`src/inc/hbc_pkg.sv`:
```
package hbc_pkg;
  // ==========================================
  // Timing
  localparam int unsigned CLK_HZ          = 50000000;
  localparam int unsigned STARTUP_PULSE_NS = 15000;
  localparam int unsigned PULSE_CYC       = (STARTUP_PULSE_NS * (CLK_HZ / 1000000) + 999) / 1000;
  localparam int unsigned SUPPLY_SETTLE_CYC = PULSE_CYC;
  localparam int unsigned CNT_W           = 16;
  localparam logic [CNT_W-1:0] PULSE_CNT  = CNT_W'(PULSE_CYC);
  localparam logic [CNT_W-1:0] SETTLE_CNT = CNT_W'(SUPPLY_SETTLE_CYC);
  localparam logic [CNT_W-1:0] CNT_ZERO   = 16'h0000;

  // ==========================================
  // Sequencer states
  typedef enum logic [5:0] {
    HBC_WAIT_SUPPLY = 6'h01,
    HBC_CLR_HIGH    = 6'h02,
    HBC_CHARGE      = 6'h04,
    HBC_LIN_LOW     = 6'h08,
    HBC_CLR_LOW     = 6'h10,
    HBC_RUN         = 6'h20
  } hbc_state_e;

  // ==========================================
  // Pin bundle towards the driver
  typedef struct packed {
    logic high_in;
    logic low_in;
    logic fault_clear_input;
    logic shutdown_drive;
  } hbc_pins_s;
endpackage : hbc_pkg

```
`src/design/hbc_ctrl.sv`:
```
// Function
// Driver frees sync-fault line itself after soft shutdown; no clear pulse needed.
// Controller never raises fault-clear while sync-fault line is active; only the run-state pulse checks it, supply loss raises it regardless.
// Fault-clear held high stops fault latching; controller only pulses it in run state and holds it high through supply wait and start-up.
// Controller holds fault-clear high at power-up until supplies are stable.
// Start-up order: supply, clear high, low input high, low input low, clear low.
// Low input and fault-clear start-up pulses last at least 15 us.
// Driver runs normally only after start-up finishes; commands gated until then.
// Driver outputs follow logic inputs in normal operation.
// Driver inserts dead time; both inputs high gives both outputs low; the driver model inserts no dead time.
// Pulling fault/shutdown line low forces driver outputs low.
// Hard shutdown is not latched; outputs resume when line is released.
// Fault/shutdown line is wired-OR, open-drain, shared by all parties.
// Low supply undervoltage pulls fault/shutdown line low while it lasts.
// Low supply undervoltage forces both driver outputs off.
// Low supply undervoltage fault is not latched.
// Floating supply undervoltage disables high side only, no diagnostic.
// Floating supply undervoltage latches high output low until recovered.
// High output needs fresh high input rising edge after recovery.
// Active sync-fault line freezes driver outputs and ignores inputs; the driver model freezes only the low output.
// Desaturation latches fault/shutdown low until a fault-clear pulse.
// Soft shutdown drives sync-fault line low until it ends.
// Soft shutdown masks undervoltage and external shutdown.
// Pin inputs pass two-stage synchronizers; reset drives outputs off.
module hbc_ctrl (
  input  wire logic clk_i,
  input  wire logic reset_i,
  input  wire logic supply_ok_i,
  input  wire logic cmd_high_i,
  input  wire logic cmd_low_i,
  input  wire logic cmd_shutdown_i,
  input  wire logic cmd_fault_clear_i,
  input  wire logic fault_shutdown_line_i,
  input  wire logic sync_fault_line_i,
  output logic      high_in_o,
  output logic      low_in_o,
  output logic      fault_clear_input_o,
  output logic      fault_shutdown_line_o,
  output logic      fault_shutdown_line_oe_o,
  output logic      ready_o,
  output logic      fault_o,
  output logic      sync_fault_o,
  output logic      clear_busy_o
);

  // ==========================================
  // Synchronisers
  logic [1:0] fsd_sync_r;
  logic [1:0] syf_sync_r;
  logic [1:0] sup_sync_r;
  logic       fsd_low;
  logic       syf_low;
  logic       sup_ok;

  always_ff @(posedge clk_i or posedge reset_i)
  begin
    if (reset_i)
    begin
      fsd_sync_r <= 2'h3;
      syf_sync_r <= 2'h3;
      sup_sync_r <= 2'h0;
    end
    else
    begin
      fsd_sync_r <= {fsd_sync_r[0], fault_shutdown_line_i};
      syf_sync_r <= {syf_sync_r[0], sync_fault_line_i};
      sup_sync_r <= {sup_sync_r[0], supply_ok_i};
    end
  end

  assign fsd_low = ~fsd_sync_r[1];
  assign syf_low = ~syf_sync_r[1];
  assign sup_ok  = sup_sync_r[1];

  // ==========================================
  // Start-up sequencer
  hbc_pkg::hbc_state_e  state_r;
  hbc_pkg::hbc_state_e  state_nxt;
  logic [hbc_pkg::CNT_W-1:0] cnt_r;
  logic [hbc_pkg::CNT_W-1:0] cnt_nxt;
  logic                 cnt_done;
  logic                 clr_pulse_r;
  logic [hbc_pkg::CNT_W-1:0] clr_cnt_r;
  hbc_pkg::hbc_pins_s   pins_r;
  hbc_pkg::hbc_pins_s   pins_nxt;
  logic                 run;
  logic                 clr_start;
  logic                 clr_pin;

  assign cnt_done = (cnt_r == hbc_pkg::CNT_ZERO);
  assign run      = (state_r == hbc_pkg::HBC_RUN);

  always_comb
  begin
    state_nxt = state_r;
    cnt_nxt   = (cnt_done) ? cnt_r : cnt_r - 1'b1;
    case (state_r)
      hbc_pkg::HBC_WAIT_SUPPLY:
      begin
        // Clear stays high while supplies settle to mask spurious faults
        if (!sup_ok)
          cnt_nxt = hbc_pkg::SETTLE_CNT;
        else if (cnt_done)
        begin
          state_nxt = hbc_pkg::HBC_CLR_HIGH;
          cnt_nxt   = hbc_pkg::PULSE_CNT;
        end
      end
      hbc_pkg::HBC_CLR_HIGH:
      begin
        state_nxt = hbc_pkg::HBC_CHARGE;
        cnt_nxt   = hbc_pkg::PULSE_CNT;
      end
      hbc_pkg::HBC_CHARGE:
        if (cnt_done)
        begin
          state_nxt = hbc_pkg::HBC_LIN_LOW;
          cnt_nxt   = hbc_pkg::PULSE_CNT;
        end
      hbc_pkg::HBC_LIN_LOW:
        if (cnt_done)
          state_nxt = hbc_pkg::HBC_CLR_LOW;
      hbc_pkg::HBC_CLR_LOW:
        state_nxt = hbc_pkg::HBC_RUN;
      hbc_pkg::HBC_RUN:
        if (!sup_ok)
        begin
          state_nxt = hbc_pkg::HBC_WAIT_SUPPLY;
          cnt_nxt   = hbc_pkg::SETTLE_CNT;
        end
      default:
      begin
        state_nxt = hbc_pkg::HBC_WAIT_SUPPLY;
        cnt_nxt   = hbc_pkg::SETTLE_CNT;
      end
    endcase
  end

  // ==========================================
  // Fault-clear pulse in run state
  // Refused while sync-fault is active so a soft shutdown is not disturbed
  assign clr_start = run && cmd_fault_clear_i && !clr_pulse_r && !syf_low;
  // Pulse is finite, so latching protection stays enabled
  assign clr_pin   = run ? clr_pulse_r : (state_r != hbc_pkg::HBC_CLR_LOW);

  always_comb
  begin
    pins_nxt.high_in           = run && cmd_high_i;
    pins_nxt.low_in            = (state_nxt == hbc_pkg::HBC_CHARGE) || (run && cmd_low_i);
    pins_nxt.fault_clear_input = clr_pin;
    pins_nxt.shutdown_drive    = run && cmd_shutdown_i;
  end

  always_ff @(posedge clk_i or posedge reset_i)
  begin
    if (reset_i)
    begin
      state_r     <= hbc_pkg::HBC_WAIT_SUPPLY;
      cnt_r       <= hbc_pkg::SETTLE_CNT;
      clr_pulse_r <= 1'b0;
      clr_cnt_r   <= hbc_pkg::CNT_ZERO;
      pins_r      <= '{high_in: 1'b0, low_in: 1'b0, fault_clear_input: 1'b1, shutdown_drive: 1'b0};
    end
    else
    begin
      state_r <= state_nxt;
      cnt_r   <= cnt_nxt;
      pins_r  <= pins_nxt;
      if (clr_start)
      begin
        clr_pulse_r <= 1'b1;
        clr_cnt_r   <= hbc_pkg::PULSE_CNT;
      end
      else if (clr_pulse_r)
      begin
        clr_cnt_r <= clr_cnt_r - 1'b1;
        if (clr_cnt_r == hbc_pkg::CNT_ZERO)
          clr_pulse_r <= 1'b0;
      end
    end
  end

  // ==========================================
  // Pins and status
  assign high_in_o                = pins_r.high_in;
  assign low_in_o                 = pins_r.low_in;
  assign fault_clear_input_o      = pins_r.fault_clear_input;
  // Open drain: only ever pulls low
  assign fault_shutdown_line_o    = 1'b0;
  assign fault_shutdown_line_oe_o = pins_r.shutdown_drive;
  assign ready_o                  = run;
  // Low line while not self-driven means a driver fault or low-supply undervoltage
  assign fault_o                  = fsd_low && !pins_r.shutdown_drive;
  // Sync-fault clears itself after soft shutdown; nothing to do here
  assign sync_fault_o             = syf_low;
  assign clear_busy_o             = clr_pulse_r;

endmodule : hbc_ctrl

```
`config.mk`:
```
export PLATFORM = sky130hd
export DESIGN_NAME = hbc_ctrl
export DESIGN_NICKNAME = d
export VERILOG_FILES = /design/src/inc/hbc_pkg.sv /design/src/design/hbc_ctrl.sv
export SDC_FILE = /design/constraint.sdc
export NUM_CORES = 1
export LEC_CHECK = 0
export BUFFER_PORTS_ARGS = -buffer_cell sky130_fd_sc_hd__buf_4
export CAP_MARGIN = 20
export CORE_MARGIN = 2
export CORE_UTILIZATION = 54
export DETAILED_ROUTE_END_ITERATION = 10
export MAX_ROUTING_LAYER = met4
export PLACE_DENSITY = 0.85
export REMOVE_ABC_BUFFERS = 1
export SLEW_MARGIN = 5
export SYNTH_ARGS = -nofsm -noshare
export SYNTH_HDL_FRONTEND = slang
export SYNTH_SLANG_ARGS = --single-unit
```
`constraint.sdc`:
```
create_clock -name clk_i -period 2.35 [get_ports clk_i]
set_clock_uncertainty 0.2 [all_clocks]
set_input_delay 0 -clock clk_i [delete_from_list [all_inputs] [get_ports clk_i]]
set_output_delay 0 -clock clk_i [all_outputs]
set_load 0.02 [all_outputs]
```
## Yosys cells after proc, flatten, opt, wreduce, memory -nomap -nowiden

Cells that the tools add are included.

- Reductions and logical operators: 14
- Equal/unequal tests: 8
- Add/subtract/negate cells: 2
- Multiplexer cells: 17
- Bitwise operators: 2

Operator list:

| kind | number |
|---|---|
| $mux W16 | 6 |
| $pmux W16 S4 | 1 |
| $pmux W6 S6 | 1 |
| $logic_not A16 Y1 | 2 |
| $sub A16 B1 Y16 const B | 2 |
| $mux W6 | 5 |
| $eq A6 B3 Y1 const B | 2 |
| $logic_and A1 B1 Y1 | 7 |
| $eq A6 B1 Y1 const B | 1 |
| $eq A6 B2 Y1 const B | 1 |
| $eq A6 B4 Y1 const B | 1 |
| $eq A6 B5 Y1 const B | 1 |
| $eq A6 B6 Y1 const B | 1 |
| $ne A6 B5 Y1 const B | 1 |
| $mux W1 | 4 |
| $logic_not A1 Y1 | 2 |
| $not A1 Y1 | 2 |
| $reduce_bool A2 Y1 | 1 |
| $reduce_or A2 Y1 | 1 |
| $logic_or A1 B1 Y1 | 1 |

- Register bits: 49
- Output and inout bits: 9
- Input port bits: 9
- Word-level logic and storage cells: 54

## Longest topological paths before layout

- Depth after elaboration: 6
- Gate-level depth with buffers: 7
- Gate-level depth less buffers: 7

## Worst setup path before layout

No wires, ideal clock.

- Kind: register to register
- Start point: reg clr_pulse_r, in the netlist clear_busy_o
- End point: reg clr_cnt_r[15] (netlist name)
- Cell stages (with the launch flop): 7
- Arrival: 2.099 ns
- Period minus slack after synthesis: 2.365 ns
- Setup time: 0.066 ns
- Path buffers: 2
- Slack: -0.015 ns
- Required time: 2.084 ns
- Path through: dfrtp_1 -> buf_4 -> or4b_1 -> or3_1 -> buf_2 -> or4_1 -> nand2_1

- Cells in the longest elaborated chain, start to end: 4
- Elaborated cells between the ends (all ways): 5
- Classes of those cells: 1 x mux; 4 x reduce/logical

RTL lines:

| element | RTL line | text |
|---|---|---|
| start, declared | hbc_ctrl.sv:82 | `logic clr_pulse_r;` |
| start signal, assigned | hbc_ctrl.sv:160 | `clr_pulse_r <= 1'b0;` |
| start signal, assigned | hbc_ctrl.sv:171 | `clr_pulse_r <= 1'b1;` |
| start signal, assigned | hbc_ctrl.sv:178 | `clr_pulse_r <= 1'b0;` |
| $logic_not A1 Y1 | hbc_ctrl.sv:142 | `assign clr_start = run && cmd_fault_clear_i && !clr_pulse_r && !syf_low;` |
| $logic_and A1 B1 Y1 (2 in series) | hbc_ctrl.sv:142 |  |
| $mux W16 or $reduce_bool A2 Y1 (tied branches) | -- |  |
| end signal, assigned | hbc_ctrl.sv:161 | `clr_cnt_r <= hbc_pkg::CNT_ZERO;` |
| end signal, assigned | hbc_ctrl.sv:172 | `clr_cnt_r <= hbc_pkg::PULSE_CNT;` |
| end signal, assigned | hbc_ctrl.sv:176 | `clr_cnt_r <= clr_cnt_r - 1'b1;` |
| end, declared | hbc_ctrl.sv:83 | `logic [hbc_pkg::CNT_W-1:0] clr_cnt_r;` |

Several ways; a longest one is shown, not always the timed one.
A chain may end at the register's enable or synchronous reset.

## Worst setup path after layout

- Start point: reg clr_cnt_r[8] (netlist name)
- End point: reg clr_pulse_r, in the netlist clear_busy_o

- Cells in the longest elaborated chain, start to end: 4

RTL lines:

| element | RTL line | text |
|---|---|---|
| $logic_not A16 Y1 | hbc_ctrl.sv:177 | `if (clr_cnt_r == hbc_pkg::CNT_ZERO)` |
| $mux W1 | hbc_ctrl.sv:177 |  |
| $mux W1 | hbc_ctrl.sv:174 | `else if (clr_pulse_r)` |
| $mux W1 | hbc_ctrl.sv:169 | `if (clr_start)` |

No other way between the ends.

==> results.tsv <==
stage	metric	value	unit
status	status	finished clean	
pwr	p_per_area	482.1	nW/um^2
route	first_pass_iters	5	
floorplan	die_h	72.65	um
setup_path	critical_path.startpoint_type	register	
timing	fin_setup_tns	0	ps
worst_hold_path	worst_hold_startpoint	cmd_fault_clear_i	
pwr	combPwrFrac	0.056	
route	wl_per_cell	16.94	um
synth	syn_area_per_cell	10.14	um^2
grt	grt_max_degree	24	
setup_path	crit_type	reg2reg	
synth	synth_seq_cells	49	
timing	final_max_slew_viol_count	0	
floorplan	start_util	0.5726	
pwr	max-vdd-ir-drop	0.0004333	V
pwr	power	1.492	mW
synth	synth_area	2545	um^2
synth	synth_top_area_share	0.3540	
cells_and_area	drive_gt1_frac	0.2724	
synth	yosys_warnings	0	
pwr	switching_power	0.3505	mW
timing	finalSetupViolations	0	
timing	finalCritPeriodShare	0.9855	
grt	grt_use_total	0.2467	
clocking	ctsHtreeMaxLevel	2	
floorplan	dieWidth	72.65	um
route	viasPerCell	6.278	
worst_hold_path	holdPathStages	4	
cells_and_area	fin_util	0.6965	
placed_design	numPortBuffers	16	
placed_design	place_congestion	0.9411	
cells_and_area	stdcell_count	353	
route	first_iter_violations	111	
grt	grt_pass1_wl	9729	um
worst_hold_path	whs_endpoint	clr_cnt_r[4]$_DFFE_PP0P_	
placed_design	dp_cells	335	
grt	grt_pass1_vias	2096	
timing	finalCriticalPeriod	2316	ps
floorplan	die-area	5278	um^2
cells_and_area	final_nets	312	
timing	relSlewSlack	0.5135	
placed_design	pre_cts_slack	-13.42	ps
cells_and_area	syn_to_final_growth	21.63	%
floorplan	row_count	24	
setup_path	worst_r2r_path_depth	4	
pwr	p_clk_frac	0.360	
clocking	cts_sinks	49	
timing	max_freq	431.8	MHz
pwr	sw_frac_of_total	0.2349	
grt	grt-ovfl-total	0	
synth	ys_seq_area_frac	0.4882	
synth	synth_area_leaders	dfrtp_1, dfstp_2, nand2_1, nor4_1, or4_1	
pwr	p_int	1.142	mW
clocking	clockRootBuffer	clkbuf_8	
route	vias	2216	
synth	synth_top_cell_by_area	dfrtp_1	
floorplan	io_pins	18	
clocking	clk_latency	310	ps
timing	hold_viol_final	0	
pwr	seqPwrFrac	0.584	
synth	synth_edf_count	0	
floorplan	core_region_area	4444	um^2
timing	setup_ws	34.07	ps
timing	tightest_slew	724.8	ps
route	totalWireLength	5979	um
synth	yosysUniqueCellTypes	65	
setup_path	endpoint_kind	register	
setup_path	reg2reg_from	clr_cnt_r[8]$_DFFE_PP0P_	
pwr	p_leak	1.360	nW
setup_path	critical_path_arrival	2330	ps
synth	async_flop_share	1.000	
job	max_cap_viol_count	0	
setup_path	crit_required	2360	ps
synth	synth.most_common_cell	dfrtp_1	
synth	synthTopCellsByCount	dfrtp_1, nand2_1, dfstp_2, nor2_1, nor3_1	
synth	ys.flop_type	dfrtp_1	
route	postRouteAntennaNets	0	
synth	synthCells	251	
setup_path	cp_max_fo	3	
clocking	clock_path_buffers	2	
setup_path	r2r_end	clear_busy_o$_DFF_PP0_	
placed_design	place_hpwl	4029	um
clocking	clk_pin_slew_worst_paths	100	ps
route	drcViolationCount	0	
grt	antenna_found_initial	0	
cells_and_area	antenna_cells	0	
setup_path	r2r_slack	30	ps
clocking	numCtsBuffers	5	
clocking	tritoncts	built	
worst_hold_path	hold_path.class	in2reg	
[placed cells by master (no fill, tap or decap), drive strengths merged, types with 2 or more instances in the layout]
master       count
dfstp           13
dfrtp           36
and3             3
a21oi            7
o2bb2ai          3
nor4            12
clkbuf           6
or4b             2
nand4            3
ha               3
buf             43
nor2            13
nor2b            4
a22oi            4
nand4b           2
or3              3
dlygate4sd3      8
or4             12
a21o             3
or3b             4
mux2i            5
o211ai           4
nand2           26
o21ai           10
a221o            2
xor2             2
o211a            2
inv             11
xnor2            4
a21boi           3
nor3            13
nand3            7
nand3b           3
[power by group through the flow]
stage / Combinational [mW] / Clock [mW] / Sequential, mW
after global placement: 0.0671 / 0 / 0.884
after floorplan: 0.0394 / 0 / 0.883
after global routing: 0.0940 / 0.580 / 0.873
after CTS: 0.0814 / 0.542 / 0.870
final: 0.0834 / 0.537 / 0.872
after detailed placement: 0.0704 / 0 / 0.885
[worst max path at each step]
stage	from	to	slack, ps	cells past startpoint
global route	cnt_r[12]$_DFF_PP0_	low_in_o$_DFF_PP0_	-100	4
global placement	clr_cnt_r[11]$_DFFE_PP0P_	clear_busy_o$_DFF_PP0_	80	4
detailed placement	cnt_r[0]$_DFF_PP0_	cnt_r[0]$_DFF_PP0_	-10	7
CTS	clr_cnt_r[10]$_DFFE_PP0P_	clear_busy_o$_DFF_PP0_	30	4
floorplan	clr_cnt_r[10]$_DFFE_PP0P_	clear_busy_o$_DFF_PP0_	40	4
finish	clr_cnt_r[8]$_DFFE_PP0P_	clear_busy_o$_DFF_PP0_	30	4
[layer usage]
metal  wire length, um  GRT usage
met2              2953     0.3778
met1              2633     0.3315
met5                 0          -
met4               155     0.1049
met3               238    0.03453
[flip-flops by register name, summed over array words and instances (netlist names)]
signal and flops:
clear_busy_o 1, fsd_sync_r 2, fault_clear_input_o 1, state_r 6, sup_sync_r 2, low_in_o 1, high_in_o 1, fault_shutdown_line_oe_o 1
syf_sync_r 2, clr_cnt_r 16, cnt_r 16
[layout make-up]
cell class,instances,area (um^2)
Clock inverter,2,16.27
Multi-Input combinational cell,183,1249
Timing Repair Buffer,51,402.9
Clock buffer,6,82.58
Tap cell,52,65.06
Fill cell,316,1349
Inverter,10,37.54
Sequential cell,49,1242
[repair_timing]
| item | 4_1_cts | 5_1_grt |
|---|---|---|
| buffers inserted | 0 | 2 |
| hold buffers | 8 | 0 |
| setup endpoints to repair | 3 | 7 |
| gates resized for setup | 1 | 7 |
| hold endpoints to repair | 48 | 0 |
| pin swaps | 0 | 4 |
[per-stage QoR]
stage | hold slack, ps | cell area [um^2]
after floorplan | -195.5 | 2494
after global placement | -256.7 | 2867
after detailed placement | -261.1 | 2867
after CTS | 76.15 | 3050
after global routing | 102.7 | 3095
final | 72.77 | 3095
[logic make-up after synthesis]
| kind of cell | after synthesis | synth area share |
|---|---|---|
| simple gates | 114 | 0.2616 |
| mux | 6 | 0.02409 |
| buf+inv | 19 | 0.03490 |
| fa+ha+maj | 3 | 0.01475 |
| other cells | 1 | 0.001474 |
| compound gates | 53 | 0.1544 |
| flops | 49 | 0.4882 |
| xor+xnor | 6 | 0.02065 |
[critical path, cell delays in order (launching register included)]
cell and delay (ps):
dfrtp_1 390, or4_4 530, or4_4 500, or4_4 410, a21o_1 180
Note: power is estimated with default switching activity, not from simulation.
